$ cat config.mk
export PLATFORM = sky130hd
export DESIGN_NAME = motor_supply_undervoltage_fault
export DESIGN_NICKNAME = d
export VERILOG_FILES = /design/src/rtl/supply_fault_pkg.sv /design/src/rtl/motor_supply_undervoltage_fault.sv
export SDC_FILE = /design/constraint.sdc
export NUM_CORES = 1
export LEC_CHECK = 0
export BUFFER_PORTS_ARGS = -buffer_cell sky130_fd_sc_hd__buf_4
export CAP_MARGIN = 20
export CORE_AREA = 2 2 57 86
export DETAILED_ROUTE_END_ITERATION = 12
export DIE_AREA = 0 0 59 88
export GPL_TIMING_DRIVEN = 1
export PLACE_DENSITY = 0.77
export SLEW_MARGIN = 10
export SYNTH_ARGS = -nofsm -noshare
export SYNTH_HDL_FRONTEND = slang
export SYNTH_SLANG_ARGS = --single-unit
$ cat constraint.sdc
create_clock -name clk -period 2.25 [get_ports clk]
set_clock_uncertainty 0.1 [all_clocks]
set_input_delay 0.3375 -clock clk [delete_from_list [all_inputs] [get_ports clk]]
set_output_delay 0.3375 -clock clk [all_outputs]
set_load 0.05 [all_outputs]
$ cat src/rtl/supply_fault_pkg.sv
// Package for the motor supply undervoltage fault block
package supply_fault_pkg;

  localparam logic [7:0] ctrl_offset   = 8'h00;
  localparam logic [7:0] status_offset = 8'h04;
  localparam logic [7:0] irq_offset    = 8'h08;
  localparam logic [7:0] mask_offset   = 8'h0c;

  localparam int ctrl_clear_bit  = 0;
  localparam int ctrl_serial_bit = 1;

  localparam int st_fault_bit    = 0;
  localparam int st_low_bit      = 1;
  localparam int st_below_fall   = 2;
  localparam int st_above_rise   = 3;
  localparam int st_core_ok      = 4;

  localparam int ev_fall_bit     = 0;
  localparam int ev_rise_bit     = 1;

  localparam logic [1:0] ctrl_reset_value = 2'h2;
  localparam logic [1:0] mask_reset_value = 2'h0;

  localparam logic [1:0] resp_okay   = 2'h0;
  localparam logic [1:0] resp_slverr = 2'h2;

  typedef enum logic [1:0] {
    core_off,
    supply_low,
    supply_good
  } supply_state_t;

  typedef struct packed {
    logic [2:0] fall_sync1;
    logic [2:0] fall_sync2;
    logic       sleep_sync1;
    logic       sleep_sync2;
    logic       sleep_prev;
    supply_state_t state;
    logic       low_flag;
    logic       summary;
    logic       serial_mode;
    logic [1:0] irq_status;
    logic [1:0] irq_mask;
    logic       aw_got;
    logic [7:0] aw_addr;
    logic       w_got;
    logic [31:0] w_data;
    logic [3:0] w_strb;
    logic       bvalid;
    logic [1:0] bresp;
    logic       rvalid;
    logic [31:0] rdata;
    logic [1:0] rresp;
  } fault_state_t;

endpackage : supply_fault_pkg

$ cat src/rtl/motor_supply_undervoltage_fault.sv
// Motor supply undervoltage fault logic with an AXI4-Lite register slave
// Behaviour
// - Below falling threshold: outputs high impedance, charge pump off, fault pin low.
// - Above rising threshold again: driver and charge pump resume with no software.
// - Serial mode, fall from good supply, core alive: summary and low flag set, pin low.
// - Recovery above rising threshold: fault pin released, summary bit back to zero.
// - Low flag stays set until clear-faults write or sleep reset pulse.
// - Below core reset level: core off, bits zero, fault pin high.
// - Power-up past core reset: low flag zero, summary one in serial mode, fault pin low.
// - Then above rising threshold: summary zero, low flag zero, pin released.
//
// Implementation choices: the placing of the registers and the AXI4-Lite register port.
`timescale 1ns/1ns
`default_nettype none
module motor_supply_undervoltage_fault
  import supply_fault_pkg::*;
(
  input  wire logic        clk,
  input  wire logic        rst_n,
  input  wire logic        below_fall_cmp,
  input  wire logic        above_rise_cmp,
  input  wire logic        above_core_cmp,
  input  wire logic        sleep_pin_n,
  output logic             bridge_enable,
  output logic             charge_pump_enable,
  output logic             fault_pin_n_oe,
  output logic             fault_pin_n_out,
  output logic             irq,
  input  wire logic        s_axi_awvalid,
  output logic             s_axi_awready,
  input  wire logic [7:0]  s_axi_awaddr,
  input  wire logic        s_axi_wvalid,
  output logic             s_axi_wready,
  input  wire logic [31:0] s_axi_wdata,
  input  wire logic [3:0]  s_axi_wstrb,
  output logic             s_axi_bvalid,
  input  wire logic        s_axi_bready,
  output logic [1:0]       s_axi_bresp,
  input  wire logic        s_axi_arvalid,
  output logic             s_axi_arready,
  input  wire logic [7:0]  s_axi_araddr,
  output logic             s_axi_rvalid,
  input  wire logic        s_axi_rready,
  output logic [31:0]      s_axi_rdata,
  output logic [1:0]       s_axi_rresp
);

  fault_state_t cur_ff;
  fault_state_t nxt_cur;

  logic below_fall;
  logic above_rise;
  logic core_ok;
  logic pin_low;
  logic do_write;
  logic do_read;
  logic clear_req;
  logic sleep_pulse;

  function automatic logic addr_mapped(input logic [7:0] a);
    addr_mapped = (a == ctrl_offset) || (a == status_offset) ||
                  (a == irq_offset) || (a == mask_offset);
  endfunction

  ////////////////////////////////////////////////////////////////////////////
  // Synchronised comparators and the fault state
  assign below_fall = cur_ff.fall_sync2[0];
  assign above_rise = cur_ff.fall_sync2[1];
  assign core_ok    = cur_ff.fall_sync2[2];
  assign sleep_pulse = cur_ff.sleep_prev & ~cur_ff.sleep_sync2;
  assign do_write = cur_ff.aw_got && cur_ff.w_got && !cur_ff.bvalid;
  assign do_read  = s_axi_arvalid && !cur_ff.rvalid;
  assign clear_req = (do_write && cur_ff.aw_addr == ctrl_offset && cur_ff.w_strb[0] &&
                      cur_ff.w_data[ctrl_clear_bit]) || sleep_pulse;

  // Pin low while the core lives and the supply has not risen above rising threshold since power-up or a fall
  assign pin_low = cur_ff.state == supply_low;

  always_comb begin
    nxt_cur = cur_ff;
    nxt_cur.fall_sync1  = {above_core_cmp, above_rise_cmp, below_fall_cmp};
    nxt_cur.fall_sync2  = cur_ff.fall_sync1;
    nxt_cur.sleep_sync1 = sleep_pin_n;
    nxt_cur.sleep_sync2 = cur_ff.sleep_sync1;
    nxt_cur.sleep_prev  = cur_ff.sleep_sync2;

    unique case (cur_ff.state)
      core_off: begin
        nxt_cur.low_flag = 1'b0;
        if (core_ok) begin
          nxt_cur.state = supply_low;
        end
      end
      supply_low: begin
        if (!core_ok) begin
          nxt_cur.state = core_off;
        end else if (above_rise && !below_fall) begin
          nxt_cur.state = supply_good;
        end
      end
      supply_good: begin
        if (!core_ok) begin
          nxt_cur.state = core_off;
        end else if (below_fall) begin
          nxt_cur.state = supply_low;
        end
      end
    endcase

    // Set wins over clear on the latched low flag
    if (nxt_cur.state == core_off) begin
      nxt_cur.low_flag = 1'b0;
    end else if (cur_ff.state == supply_good && below_fall && core_ok &&
                 cur_ff.serial_mode) begin
      nxt_cur.low_flag = 1'b1;
    end else if (clear_req) begin
      nxt_cur.low_flag = 1'b0;
    end
    nxt_cur.summary = cur_ff.serial_mode && (nxt_cur.state == supply_low);

    // Interrupt events: entry to low supply and its exit to good supply
    if (do_write && cur_ff.aw_addr == irq_offset && cur_ff.w_strb[0]) begin
      nxt_cur.irq_status = cur_ff.irq_status & ~cur_ff.w_data[1:0];
    end
    if (cur_ff.state != supply_low && nxt_cur.state == supply_low) begin
      nxt_cur.irq_status[ev_fall_bit] = 1'b1;
    end
    if (cur_ff.state == supply_low && nxt_cur.state == supply_good) begin
      nxt_cur.irq_status[ev_rise_bit] = 1'b1;
    end

    //////////////////////////////////////////////////////////////////////////
    // AXI4-Lite write path
    if (s_axi_awvalid && !cur_ff.aw_got) begin
      nxt_cur.aw_got  = 1'b1;
      nxt_cur.aw_addr = {s_axi_awaddr[7:2], 2'b00};
    end
    if (s_axi_wvalid && !cur_ff.w_got) begin
      nxt_cur.w_got  = 1'b1;
      nxt_cur.w_data = s_axi_wdata;
      nxt_cur.w_strb = s_axi_wstrb;
    end
    if (do_write) begin
      nxt_cur.aw_got = 1'b0;
      nxt_cur.w_got  = 1'b0;
      nxt_cur.bvalid = 1'b1;
      nxt_cur.bresp  = addr_mapped(cur_ff.aw_addr) ? resp_okay : resp_slverr;
      if (cur_ff.aw_addr == ctrl_offset && cur_ff.w_strb[0]) begin
        nxt_cur.serial_mode = cur_ff.w_data[ctrl_serial_bit];
      end
      if (cur_ff.aw_addr == mask_offset && cur_ff.w_strb[0]) begin
        nxt_cur.irq_mask = cur_ff.w_data[1:0];
      end
    end
    if (cur_ff.bvalid && s_axi_bready) begin
      nxt_cur.bvalid = 1'b0;
    end

    // AXI4-Lite read path
    if (do_read) begin
      nxt_cur.rvalid = 1'b1;
      nxt_cur.rresp  = addr_mapped(s_axi_araddr) ? resp_okay : resp_slverr;
      nxt_cur.rdata  = 32'h0;
      unique case ({s_axi_araddr[7:2], 2'b00})
        ctrl_offset: nxt_cur.rdata[1:0] = {cur_ff.serial_mode, 1'b0};
        status_offset: begin
          nxt_cur.rdata[st_fault_bit]  = cur_ff.summary;
          nxt_cur.rdata[st_low_bit]    = cur_ff.low_flag;
          nxt_cur.rdata[st_below_fall] = below_fall;
          nxt_cur.rdata[st_above_rise] = above_rise;
          nxt_cur.rdata[st_core_ok]    = core_ok;
        end
        irq_offset:  nxt_cur.rdata[1:0] = cur_ff.irq_status;
        mask_offset: nxt_cur.rdata[1:0] = cur_ff.irq_mask;
        default:     nxt_cur.rdata = 32'h0;
      endcase
    end else if (cur_ff.rvalid && s_axi_rready) begin
      nxt_cur.rvalid = 1'b0;
    end
  end

  always_ff @(posedge clk or negedge rst_n) begin
    if (!rst_n) begin
      cur_ff <= '{fall_sync1: 3'h0, fall_sync2: 3'h0, sleep_sync1: 1'b1,
                  sleep_sync2: 1'b1, sleep_prev: 1'b1, state: core_off,
                  low_flag: 1'b0, summary: 1'b0, serial_mode: ctrl_reset_value[1],
                  irq_status: 2'h0, irq_mask: mask_reset_value, aw_got: 1'b0,
                  aw_addr: 8'h0, w_got: 1'b0, w_data: 32'h0, w_strb: 4'h0,
                  bvalid: 1'b0, bresp: 2'h0, rvalid: 1'b0, rdata: 32'h0,
                  rresp: 2'h0};
    end else begin
      cur_ff <= nxt_cur;
    end
  end

  ////////////////////////////////////////////////////////////////////////////
  // Outputs
  assign bridge_enable      = cur_ff.state == supply_good;
  assign charge_pump_enable = cur_ff.state == supply_good;
  assign fault_pin_n_out    = 1'b0;
  assign fault_pin_n_oe     = pin_low;
  assign irq                = |(cur_ff.irq_status & cur_ff.irq_mask);
  assign s_axi_awready = !cur_ff.aw_got;
  assign s_axi_wready  = !cur_ff.w_got;
  assign s_axi_bvalid  = cur_ff.bvalid;
  assign s_axi_bresp   = cur_ff.bresp;
  assign s_axi_arready = !cur_ff.rvalid;
  assign s_axi_rvalid  = cur_ff.rvalid;
  assign s_axi_rdata   = cur_ff.rdata;
  assign s_axi_rresp   = cur_ff.rresp;

  ////////////////////////////////////////////////////////////////////////////
  // Assertions
  AST_LOW_DISABLES: assert property (@(posedge clk) disable iff (!rst_n)
    (below_fall && core_ok)
      |=> (!bridge_enable && !charge_pump_enable && fault_pin_n_oe))
    else $error("Low supply left outputs enabled");
  AST_AUTO_RESUME: assert property (@(posedge clk) disable iff (!rst_n)
    (cur_ff.state == supply_low && core_ok && above_rise && !below_fall)
      |=> (bridge_enable && charge_pump_enable))
    else $error("Driver did not resume after recovery");
  AST_LOW_SETS_BITS: assert property (@(posedge clk) disable iff (!rst_n)
    (cur_ff.state == supply_good && below_fall && core_ok && cur_ff.serial_mode)
      |=> (cur_ff.low_flag && cur_ff.summary && fault_pin_n_oe))
    else $error("Low supply did not set flags");
  AST_RECOVER_SUMMARY: assert property (@(posedge clk) disable iff (!rst_n)
    $rose(bridge_enable) |-> (!cur_ff.summary && !fault_pin_n_oe))
    else $error("Summary still set after recovery");
  AST_FLAG_STICKY: assert property (@(posedge clk) disable iff (!rst_n)
    (cur_ff.low_flag && !clear_req && core_ok) |=> cur_ff.low_flag)
    else $error("Low flag dropped without clear");
  AST_CORE_OFF: assert property (@(posedge clk) disable iff (!rst_n)
    (cur_ff.state == core_off)
      |-> (!cur_ff.low_flag && !cur_ff.summary && !fault_pin_n_oe))
    else $error("Core off state shows fault");
  AST_POWER_UP: assert property (@(posedge clk) disable iff (!rst_n)
    (cur_ff.state == core_off && core_ok)
      |=> (cur_ff.state == supply_low && !cur_ff.low_flag && fault_pin_n_oe))
    else $error("Power-up entry wrong");
  AST_POWER_UP_DONE: assert property (@(posedge clk) disable iff (!rst_n)
    (cur_ff.state == supply_low && !cur_ff.low_flag && core_ok && above_rise && !below_fall)
      |=> (!cur_ff.low_flag && !cur_ff.summary && !fault_pin_n_oe))
    else $error("Power-up completion wrong");
  AST_SYNC_DEPTH: assert property (@(posedge clk) disable iff (!rst_n)
    ##2 (cur_ff.fall_sync2 == $past({above_core_cmp, above_rise_cmp, below_fall_cmp}, 2)))
    else $error("Comparator synchroniser depth wrong");

  ////////////////////////////////////////////////////////////////////////////
  // Event, clear and recovery checks
  AST_FALL_EVENT: assert property (@(posedge clk) disable iff (!rst_n)
    (cur_ff.state == supply_good && core_ok && below_fall)
      |=> cur_ff.irq_status[ev_fall_bit])
    else $error("Fall event not recorded");
  AST_RISE_EVENT: assert property (@(posedge clk) disable iff (!rst_n)
    (cur_ff.state == supply_low && core_ok && above_rise && !below_fall)
      |=> cur_ff.irq_status[ev_rise_bit])
    else $error("Rise event not recorded");
  AST_NON_SERIAL_QUIET: assert property (@(posedge clk) disable iff (!rst_n)
    (!cur_ff.serial_mode && !cur_ff.low_flag)
      |=> (!cur_ff.summary && !cur_ff.low_flag))
    else $error("Fault bits set outside serial mode");
  AST_PIN_RELEASE: assert property (@(posedge clk) disable iff (!rst_n)
    (cur_ff.state == supply_low && core_ok && above_rise && !below_fall)
      |=> (!fault_pin_n_oe && !cur_ff.summary))
    else $error("Fault pin held after recovery");
  AST_RISE_KEEPS_FLAG: assert property (@(posedge clk) disable iff (!rst_n)
    (cur_ff.low_flag && core_ok && above_rise && !below_fall && !clear_req)
      |=> cur_ff.low_flag)
    else $error("Low flag lost on recovery");
  AST_CLEAR_WORKS: assert property (@(posedge clk) disable iff (!rst_n)
    (clear_req && !below_fall)
      |=> !cur_ff.low_flag)
    else $error("Clear did not drop low flag");
  AST_SLEEP_CLEARS: assert property (@(posedge clk) disable iff (!rst_n)
    (cur_ff.sleep_prev && !cur_ff.sleep_sync2 && !below_fall)
      |=> !cur_ff.low_flag)
    else $error("Sleep pulse did not drop low flag");

  ////////////////////////////////////////////////////////////////////////////
  // Core loss and power-up checks
  AST_CORE_LOSS: assert property (@(posedge clk) disable iff (!rst_n)
    !core_ok
      |=> (cur_ff.state == core_off && !bridge_enable && !fault_pin_n_oe))
    else $error("Core loss did not shut down");
  AST_CORE_LOSS_BITS: assert property (@(posedge clk) disable iff (!rst_n)
    !core_ok
      |=> (!cur_ff.low_flag && !cur_ff.summary && !charge_pump_enable))
    else $error("Core loss left fault bits set");
  AST_POWER_UP_SUMMARY: assert property (@(posedge clk) disable iff (!rst_n)
    (cur_ff.state == core_off && core_ok && cur_ff.serial_mode)
      |=> (cur_ff.summary && !bridge_enable))
    else $error("Power-up did not set summary");
  AST_FLAG_ONLY_FROM_GOOD: assert property (@(posedge clk) disable iff (!rst_n)
    (cur_ff.state != supply_good && !cur_ff.low_flag)
      |=> !cur_ff.low_flag)
    else $error("Low flag set outside a fall");
  AST_PIN_HIGH_WHEN_GOOD: assert property (@(posedge clk) disable iff (!rst_n)
    (cur_ff.state == supply_good && core_ok && !below_fall)
      |=> !fault_pin_n_oe)
    else $error("Fault pin low with good supply");
  AST_SLEEP_SYNC: assert property (@(posedge clk) disable iff (!rst_n)
    ##2 (cur_ff.sleep_sync2 == $past(sleep_pin_n, 2)))
    else $error("Sleep synchroniser depth wrong");

endmodule : motor_supply_undervoltage_fault
`default_nettype wire

==> results of run 1 <==
[state kept, by name, summed over array words and instances, names as in the netlist]
register,cells
cur_ff,26
s_axi_bvalid,1
s_axi_rdata,5
above_rise,1
s_axi_rvalid,1
s_axi_rresp,1
s_axi_bresp,1
core_ok,1
below_fall,1
[through the flow]
step	cell area [um^2]	worst slack, ps	hold WS, ps	util [%]
4_1_cts	2170	348	42.5	49.0
2_1_floorplan	1980	221	-58.1	-
6_report	2170	357	53.9	49.0
5_1_grt	2170	121	34.8	49.0
3_5_place_dp	2070	360	236	46.7
3_3_place_gp	2070	422	226	46.7
[power breakdown]
part	internal, uW	leakage [uW]	total [uW]	switching [uW]
Combinational	328	0.000574	876	549
Clock	247	0.0000482	478	231
Sequential	868	0.000456	1020	155
[synth_stat cells, types with 2 or more instances]
cell type                  number
sky130_fd_sc_hd__nand3_1        2
sky130_fd_sc_hd__a22o_1         4
sky130_fd_sc_hd__and2b_1        2
sky130_fd_sc_hd__nand4b_1       2
sky130_fd_sc_hd__a21oi_1        2
sky130_fd_sc_hd__mux2_1         2
sky130_fd_sc_hd__dfstp_2        4
sky130_fd_sc_hd__nor2b_1        4
sky130_fd_sc_hd__nor2_1        10
sky130_fd_sc_hd__buf_4         39
sky130_fd_sc_hd__inv_1          9
sky130_fd_sc_hd__mux2_2        10
sky130_fd_sc_hd__o21ai_0        4
sky130_fd_sc_hd__nand2_1       11
sky130_fd_sc_hd__dfrtp_1       34
sky130_fd_sc_hd__ha_1           3
[critical path, delay by kind of cell, from the launching register on]
family                     cells  cell delay [ps]
and+or+nand+nor                2              300
AOI/OAI and AO/OA              2              570
adders and majority gates      1              350
buffers and inverters          1               90
DFF                            1              380
[cell usage in the layout (no fill, tap or decap), drive strengths merged, types with 2 or more instances in the layout]
master	netlist	final
nand4b	2	2
buf	39	43
clkbuf	1	7
and2b	2	2
nor4	2	2
dfstp	4	4
nand2	11	11
mux2	12	12
nor2b	4	4
nand3	3	3
a21oi	2	2
nor2	10	10
o21ai	5	5
a22o	4	4
ha	3	3
inv	9	9
dfrtp	34	34
conb	1	30
[worst paths after layout]
path                               end  slack [ps]
setup reg to reg            cur_ff[86]         360
min in group asynchronous  cur_ff[100]         450
hold / removal             cur_ff[100]          50
setup / recovery            cur_ff[86]         360
max in group asynchronous   cur_ff[95]        1240
hold reg to reg             below_fall         250
[kinds of logic (layout without fill, tap and decap cells)]
| kind of cell | after synthesis | after routing | synth area share [%] |
|---|---|---|---|
| buffers and inverters | 49 | 61 | 17.6 |
| flip-flops | 38 | 38 | 51.0 |
| adder cells (fa/ha/maj) | 3 | 3 | 2.00 |
| AO/OA/AOI/OAI | 20 | 20 | 7.82 |
| other | 1 | 30 | 0.200 |
| AND/OR/NAND/NOR | 40 | 40 | 12.9 |
| multiplexers | 13 | 13 | 8.42 |
[metal layers]
layer / part of all wire [%] / GRT usage (%) / vias up
met3: 7.7 / 4.73 / 6
met1: 38 / 13.9 / 568
li1: - / - / 565
met2: 52 / 23.5 / 60
met5: 0 / 0 / -
met4: 2.0 / 6.20 / 0
[layout make-up]
class	count	area (um^2)
tap	48	60.1
multi-input combinational	106	696
clock inverter	1	5.00
inverter	9	33.8
fill	412	2260
timing repair buffer	44	333
clock buffer	7	86.3
sequential	38	956
==> results.yml, run 1 <==
floorplanning:
  placement_rows: 30
  floorplan.initialDensity_pct: 42.3
  placeableCoreArea_mm2: 0.00443
  chipWidth_um: 59
  die_area_mm2: 0.00519
  dieHeight_um: 88
  top_level_ports: 109
layout:
  fin_cells: 253
  layout_cells_sized_above_1_pct: 34.1
  num_antenna_cells: 0
  areaGrowthSynthToFinish_pct: 15.8
  num-nets-final: 270
detailed_routing:
  drt_iter0_markers: 25
  vias: 1199
  post_drt_via_cell_ratio: 4.74
  postRouteAntennaNets: 0
  dr.pass1.iters: 4
  route.detailed.wl_per_inst_um: 12.5
  drc_errors: 0
  wl_um: 3150
sta:
  highest_clock_rate_ghz: 0.528
  setup_total_negative_slack_ps: 0
  final_hold_viol_count: 0
  final_min_period_over_clock_period_pct: 84.1
  report.final.slew_viol_count: 0
  unrepaired_setup_endpoints_after_global_routing: "no"
  setup_viol: 0
  finalWorstPathRequiredPeriod_ps: 1890
clock_tree:
  cts_hold_repair.buffers: 1
  numCtsBuffers: 5
  cts.clk_slew.worst_paths_ps: 70
  cts_setup_buffers: 0
  cts_resized: 0
  clk_latency_ps: 290
  cell_at_the_root_of_the_clock_tree: "sky130_fd_sc_hd__clkbuf_8"
  cts_sinks: 38
  clock_tree_from_tritoncts: "done"
  number_of_h_tree_levels: 2
  clockBufferDepth: 2
yosys:
  syn-mean-instance-area_um2: 11.4
  synth_top_cells_by_area: "sky130_fd_sc_hd__dfrtp_1 (45%), sky130_fd_sc_hd__buf_4 (16%), sky130_fd_sc_hd__mux2_2 (6.0%)"
  post_synth_inst_count: 164
  synth.ff_latch_count: 38
  post-synth-top-area-fraction_pct: 45.4
  synth_enable_flop_cells: 0
  synthesis.yosys.warnings: 0
  postSynth.asyncResetShare_pct: 100
  synthDominantAreaCellType: "sky130_fd_sc_hd__dfrtp_1"
  yosysSeqAreaShare_pct: 51.0
  synth_top_flop_cell: "sky130_fd_sc_hd__dfrtp_1"
  synth_cell_type_count: 38
  netlist_area_mm2: 0.00187
worst_setup_path:
  worst_path_largest_cell_delay_ps: 380
  critical_path.startpoint_type: "flip-flop"
  timing.rr.start: "cur_ff[92]"
  critical_path.startpoint: "cur_ff[92]"
  worst_ep_required_time_ps: 2340
  path_class: "flip-flop to flip-flop"
  worstPathCellList: "inv_1 > ha_1 > nor2b_1 > a311oi_1 > nand2_1 > o32ai_1"
  crit_arrival_ps: 1980
  crit_path_top_delay_cell: "sky130_fd_sc_hd__dfrtp_1"
  critPathCaptureType: "flip-flop"
  r2r_cells: 6
  crit_path_max_fanout: 6
worst_hold_path:
  min_from: "above_rise_cmp"
  min_delay_path_depth: 1
  hold_path_class: "input pin to flip-flop"
placed_design:
  dpl.cell_count: 244
  io_buffers: 43
  dp.final_hpwl_um: 2390
  place_congestion: 0.771
status:
  status: "completed"
global_routing:
  gr-total-overflow: 0
  grt_usage_pct: 13.4
  wire_length_of_the_first_global_routing_pass_um: 5150
  number_of_antenna_violations_at_the_first_check_in_global_routing: 0
  vias_in_the_first_global_route: 1191
  grt_start_max_net_pins: 39
power:
  totalPowerFinal_uw: 2380
  vdd.ir_drop.worst_mv: 0.769
  power_density_mw_per_mm2: 1100
  cellLeakagePower_uw: 0.00108
flow_run:
  maxCapViolCount: 0
No activity file was read; power rests on OpenSTA's default activity.
==> run 2, diff against run 1 <==
==> constraint.sdc (replaced) <==
create_clock -name clk -period 1.8 [get_ports clk]
set_clock_uncertainty 0.1 [all_clocks]
set_input_delay 0.27 -clock clk [delete_from_list [all_inputs] [get_ports clk]]
set_output_delay 0.27 -clock clk [all_outputs]
set_load 0.05 [all_outputs]
==> run 2 against run 1 <==
  * Clock power rose by 25%
  * Sequential power rose by 25%
  * First-iteration DRC count fell by 68%
  * Final cell count rose by 3.6%
  * Final area rose by 5.6%
  * Register-to-register slack got worse by 310 ps
  * Routed wire length rose by 1.7%
  * Clock-buffer cell count did not move
  * Core utilization rose by 2.7 points
  * Power rose by 30%
  * Largest power group unchanged
==> results.yml, run 2 (synthesized netlist as in run 1, its figures left out) <==
status:
  status: "completed"
layout:
  num_antenna_cells: 0
  number_of_flip_flops_in_the_largest_register: 26
  fillCellCount: 407
  mostFrequentLayoutCells: "sky130_fd_sc_hd__buf_4 (48), sky130_fd_sc_hd__dfrtp_1 (34), sky130_fd_sc_hd__conb_1 (30)"
  registers.top_by_ff_count: "cur_ff"
  layout_commonest_cell: "sky130_fd_sc_hd__buf_4"
  num-nets-final: 279
  areaGrowthSynthToFinish_pct: 22.3
  finalInstanceArea_mm2: 0.00229
  layout_cells_sized_above_1_pct: 38.3
  final_core_util_pct: 51.7
detailed_routing:
  vias: 1248
  route.detailed.wl_per_inst_um: 12.2
  postRouteAntennaNets: 0
  post_drt_via_cell_ratio: 4.76
  wl_um: 3200
  drc_errors: 0
  drt_iter0_markers: 8
  dr.pass1.iters: 4
sta:
  highest_clock_rate_ghz: 0.571
  final_hold_viol_count: 0
  report.final.slew_viol_count: 0
  setup_viol: 0
  final_min_period_over_clock_period_pct: 97.2
  finalWorstPathRequiredPeriod_ps: 1750
  unrepaired_setup_endpoints_after_global_routing: "yes"
global_routing:
  grt_usage_pct: 13.7
  grt_start_max_net_pins: 39
  gr-total-overflow: 0
  wire_length_of_the_first_global_routing_pass_um: 5340
  number_of_antenna_violations_at_the_first_check_in_global_routing: 0
  vias_in_the_first_global_route: 1214
floorplanning:
  die_area_mm2: 0.00519
  placement_rows: 30
  chipWidth_um: 59
  floorplan.initialDensity_pct: 42.3
  top_level_ports: 109
  dieHeight_um: 88
  placeableCoreArea_mm2: 0.00443
power:
  power.combinational.fraction_pct: 39.4
  pwr-share-clk_pct: 19.4
  p_int_uw: 1880
  netSwitchingPower_uw: 1220
  power_density_mw_per_mm2: 1350
  share_seq_of_total_power_pct: 41.2
  cellLeakagePower_uw: 0.00112
  sw_frac_of_total_pct: 39.3
  vdd.ir_drop.worst_mv: 1.02
placed_design:
  place_congestion: 0.778
  io_buffers: 43
  dp.final_hpwl_um: 2460
  placedInstanceArea_mm2: 0.00211
worst_setup_path:
  path_class: "flip-flop to flip-flop"
  critPathCaptureType: "flip-flop"
  critical_path.startpoint_type: "flip-flop"
  crit_path_max_fanout: 4
  worst_ep_required_time_ps: 1880
  crit_arrival_ps: 1830
clock_tree:
  cts_sinks: 38
  clock_tree_from_tritoncts: "done"
  cts.clk_slew.worst_paths_ps: 70
  numCtsBuffers: 5
  number_of_h_tree_levels: 2
  clockBufferDepth: 2
  cell_at_the_root_of_the_clock_tree: "sky130_fd_sc_hd__clkbuf_8"
  clk_latency_ps: 290
flow_run:
  maxCapViolCount: 0
worst_hold_path:
  hold_path_class: "input pin to flip-flop"
[run 2: cell count changes in the layout (fill, tap and decap cells not counted), moves of 2 or more]
cell                            change
sky130_fd_sc_hd__dlygate4sd3_1      +4
sky130_fd_sc_hd__ha_4               +2
sky130_fd_sc_hd__ha_1               -3
sky130_fd_sc_hd__buf_4              +5
[run 2: metrics by stage]
stage / total power [uW] / cells / worst slack (ps) / hold WS [ps] / setup TNS (ps)
2_1_floorplan: 2190 / 193 / 22.5 / -126 / 0
3_3_place_gp: 2410 / 248 / -34.7 / 162 / -58.9
3_5_place_dp: 2450 / 248 / -108 / 163 / -193
4_1_cts: 3100 / 261 / 23.7 / 49.6 / 0
5_1_grt: 3280 / 262 / -48.1 / 81.5 / -82.0
6_report: 3100 / 262 / 49.8 / 57.4 / 0
[run 2: final cells by class]
class                      instances  area, um^2  share of cell area [%]
inverter                           9        33.8                    1.47
timing repair buffer              53         410                    17.9
clock buffer                       7        86.3                    3.77
tap                               48        60.1                    2.62
clock inverter                     1        5.00                   0.218
sequential                        38         956                    41.7
multi-input combinational        106         739                    32.3
[run 2: metal layers]
metal  GRT usage [%]  part of all wire (%)  wire, um  vias to the layer above
met1            14.3                    36      1150                      597
met5               0                     0         0                        -
met3            4.73                   8.8       283                        6
met4            5.58                   1.8        59                        0
met2            24.5                    53      1710                       62
li1                -                     -         -                      583
[run 2: what timing repair did]
| item | CTS | global route |
|---|---|---|
| hold buffers | 5 | 0 |
| pin swaps | 1 | 1 |
| setup endpoints to repair | 3 | 3 |
| setup buffers | 0 | 1 |
| resized for setup | 4 | 2 |
| endpoints found under the hold margin | 38 | 0 |
[run 2: path summary, 6_finish.rpt]
check                              from            to  slack, ps  cells past startpoint
min                        s_axi_rready  s_axi_rvalid         60                      2
max reg2reg                  cur_ff[91]    cur_ff[87]         50                      6
min reg2reg                 cur_ff[101]       core_ok        250                      0
max in group asynchronous         rst_n    cur_ff[95]        880                      2
min in group asynchronous         rst_n    cur_ff[74]        370                      2
max                          cur_ff[91]    cur_ff[87]         50                      6
[run 2: power groups by stage]
stage | registers (uW) | clock network [uW] | logic (uW)
3_5_place_dp | 1300 | 0 | 1150
2_1_floorplan | 1300 | 0 | 893
5_1_grt | 1310 | 659 | 1310
3_3_place_gp | 1280 | 0 | 1130
6_report | 1280 | 599 | 1220
4_1_cts | 1280 | 616 | 1200
[run 2: critical path, stage by stage (launching register included)]
cell,delay (ps)
sky130_fd_sc_hd__dfrtp_1,390
sky130_fd_sc_hd__inv_2,120
sky130_fd_sc_hd__ha_4,230
sky130_fd_sc_hd__nor2b_1,130
sky130_fd_sc_hd__a311oi_2,270
sky130_fd_sc_hd__nand2_2,130
sky130_fd_sc_hd__a32o_1,260
==> run 3, diff against run 2 <==
==> constraint.sdc (replaced) <==
create_clock -name clk -period 1.8 [get_ports clk]
set_clock_uncertainty 0.1 [all_clocks]
set_input_delay 0.36 -clock clk [delete_from_list [all_inputs] [get_ports clk]]
set_output_delay 0.36 -clock clk [all_outputs]
set_load 0.05 [all_outputs]
==> run 3 against run 2 <==
  * First-iteration DRC count is 13% lower
  * Final area is 1.7% lower
  * Sequential power about the same
  * Maximum frequency is 0.25% lower
  * Hold slack better by 13 ps
  * Final cell count down 1.5%
  * Core utilization fell by 0.90 points
  * Setup slack got worse by 4.4 ps
  * Power is 0.18% lower
  * Global-route usage down 0.12 points
  * Sequential share of layout area is 0.74 points higher
  * Highest routed layer unchanged
==> results.yml, run 3 (synthesized netlist as in run 1, its figures left out) <==
layout:
  num_antenna_cells: 0
  num-nets-final: 275
  layout_cells_sized_above_1_pct: 39.0
  mostFrequentLayoutCells: "sky130_fd_sc_hd__buf_4 (48), sky130_fd_sc_hd__dfrtp_1 (34), sky130_fd_sc_hd__conb_1 (30)"
  number_of_flip_flops_in_the_largest_register: 26
  fin_cells: 258
  registers.top_by_ff_count: "cur_ff"
  finalInstanceArea_mm2: 0.00225
  areaGrowthSynthToFinish_pct: 20.2
  layout_commonest_cell: "sky130_fd_sc_hd__buf_4"
detailed_routing:
  topRoutingLayerUsed: "met4"
  route.detailed.wl_per_inst_um: 12.5
  drc_errors: 0
  met2RoutedLength_um: 1730
  drt_iter0_markers: 7
  met3RoutedLength_um: 276
  dr.pass1.iters: 2
  postRouteAntennaNets: 0
  post_drt_via_cell_ratio: 4.76
  vias: 1229
  met1Wirelength_um: 1150
  wl_um: 3220
floorplanning:
  dieHeight_um: 88
  floorplan.initialDensity_pct: 42.3
  die_area_mm2: 0.00519
  top_level_ports: 109
  placement_rows: 30
  chipWidth_um: 59
  placeableCoreArea_mm2: 0.00443
placed_design:
  preCtsSetupSlack_ps: -108
  dp.final_hpwl_um: 2460
  dpl.cell_count: 248
  placedInstanceArea_mm2: 0.00211
  io_buffers: 43
  place_congestion: 0.778
sta:
  highest_clock_rate_ghz: 0.570
  final_hold_viol_count: 0
  final_critical_path_setup_slack_ps: 45.4
  finalWorstPathRequiredPeriod_ps: 1750
  report.final.slew_viol_count: 0
  hold_slack_ps: 70.9
  setup_viol: 0
  setup_total_negative_slack_ps: 0
  final_min_period_over_clock_period_pct: 97.5
  unrepaired_setup_endpoints_after_global_routing: "yes"
status:
  status: "completed"
clock_tree:
  clk_latency_ps: 290
  cell_at_the_root_of_the_clock_tree: "sky130_fd_sc_hd__clkbuf_8"
  cts.clk_slew.worst_paths_ps: 70
  clockBufferDepth: 2
  number_of_h_tree_levels: 2
  cts_sinks: 38
  clock_tree_from_tritoncts: "done"
  numCtsBuffers: 5
global_routing:
  vias_in_the_first_global_route: 1197
  wire_length_of_the_first_global_routing_pass_um: 5280
  gr-total-overflow: 0
  grt_start_max_net_pins: 39
  grt_usage_pct: 13.6
  number_of_antenna_violations_at_the_first_check_in_global_routing: 0
power:
  netSwitchingPower_uw: 1220
  share_seq_of_total_power_pct: 41.3
  vdd.ir_drop.worst_mv: 1.02
  sw_frac_of_total_pct: 39.3
  power_density_mw_per_mm2: 1370
  cellLeakagePower_uw: 0.00111
  power.combinational.fraction_pct: 39.3
  pwr-share-clk_pct: 19.4
  p_int_uw: 1870
worst_setup_path:
  worst_ep_required_time_ps: 1880
  critical_path.startpoint_type: "flip-flop"
  crit_buf_inv: 1
  critPathCaptureType: "flip-flop"
  worst_path_largest_cell_delay_ps: 390
  path_class: "flip-flop to flip-flop"
  crit_path_max_fanout: 4
  crit_arrival_ps: 1840
  worstPathCellList: "inv_2 > ha_4 > nor2b_1 > a311oi_2 > nand2_2 > a32o_1"
  critPathTopFamily: "compound AO/OA/AOI/OAI gates"
  crit_path_top_delay_cell: "sky130_fd_sc_hd__dfrtp_1"
flow_run:
  maxCapViolCount: 0
worst_hold_path:
  hold_path_class: "input pin to flip-flop"
-- run 3: changes by cell type in the layout (fill, tap and decap cells not counted) --
cell                            delta
sky130_fd_sc_hd__dlygate4sd3_1     -4
-- run 3: power by group through the flow --
stage,Combinational [uW],Clock (uW),Sequential [uW]
2_1_floorplan,893,0,1300
3_3_place_gp,1130,0,1280
3_5_place_dp,1150,0,1300
4_1_cts,1190,616,1280
5_1_grt,1300,659,1310
6_report,1210,601,1280
-- run 3: metal layers --
metal  up-vias  global-route usage (%)
met5         -                       0
met4         0                    5.58
met3         6                    4.73
met2        60                    24.5
met1       589                    14.0
li1        574                       -
-- run 3: worst paths after layout --
| path | slack [ps] | depth (start not counted) | end | from |
|---|---|---|---|---|
| min | 70 | 1 | cur_ff[95] | sleep_pin_n |
| min reg2reg | 250 | 0 | core_ok | cur_ff[101] |
| max | 50 | 6 | cur_ff[87] | cur_ff[91] |
| max in group asynchronous | 790 | 2 | cur_ff[95] | rst_n |
| min in group asynchronous | 460 | 2 | cur_ff[74] | rst_n |
| max reg2reg | 50 | 6 | cur_ff[87] | cur_ff[91] |
-- run 3: worst register-to-register path, delay by kind of cell, from the launching register on --
family	cells	cell delay, ps
AOI/OAI and AO/OA	2	520
adders and majority gates	1	230
buffers and inverters	1	120
DFF	1	390
and+or+nand+nor	2	260
-- run 3: what timing repair did --
| action | in CTS | in global routing |
|---|---|---|
| resized for setup | 4 | 2 |
| setup endpoints to repair | 3 | 3 |
| buffers inserted | 0 | 1 |
| endpoints found under the hold margin | 34 | 0 |
| hold buffers | 1 | 0 |
| pin swaps | 1 | 1 |
-- run 3: area by class of cell --
type	instances	area, um^2
Fill cell	412	2180
Timing Repair Buffer	49	370
Clock inverter	1	5.00
Tap cell	48	60.1
Sequential cell	38	956
Clock buffer	7	86.3
Inverter	9	33.8
Multi-Input combinational cell	106	739
-- run 3: metrics by stage --
stage               total power [uW]  utilization, %
finish                          3090            50.8
global route                    3270            50.8
CTS                             3090            50.6
detailed placement              2450            47.7
global placement                2410            47.7
floorplan                       2190               -
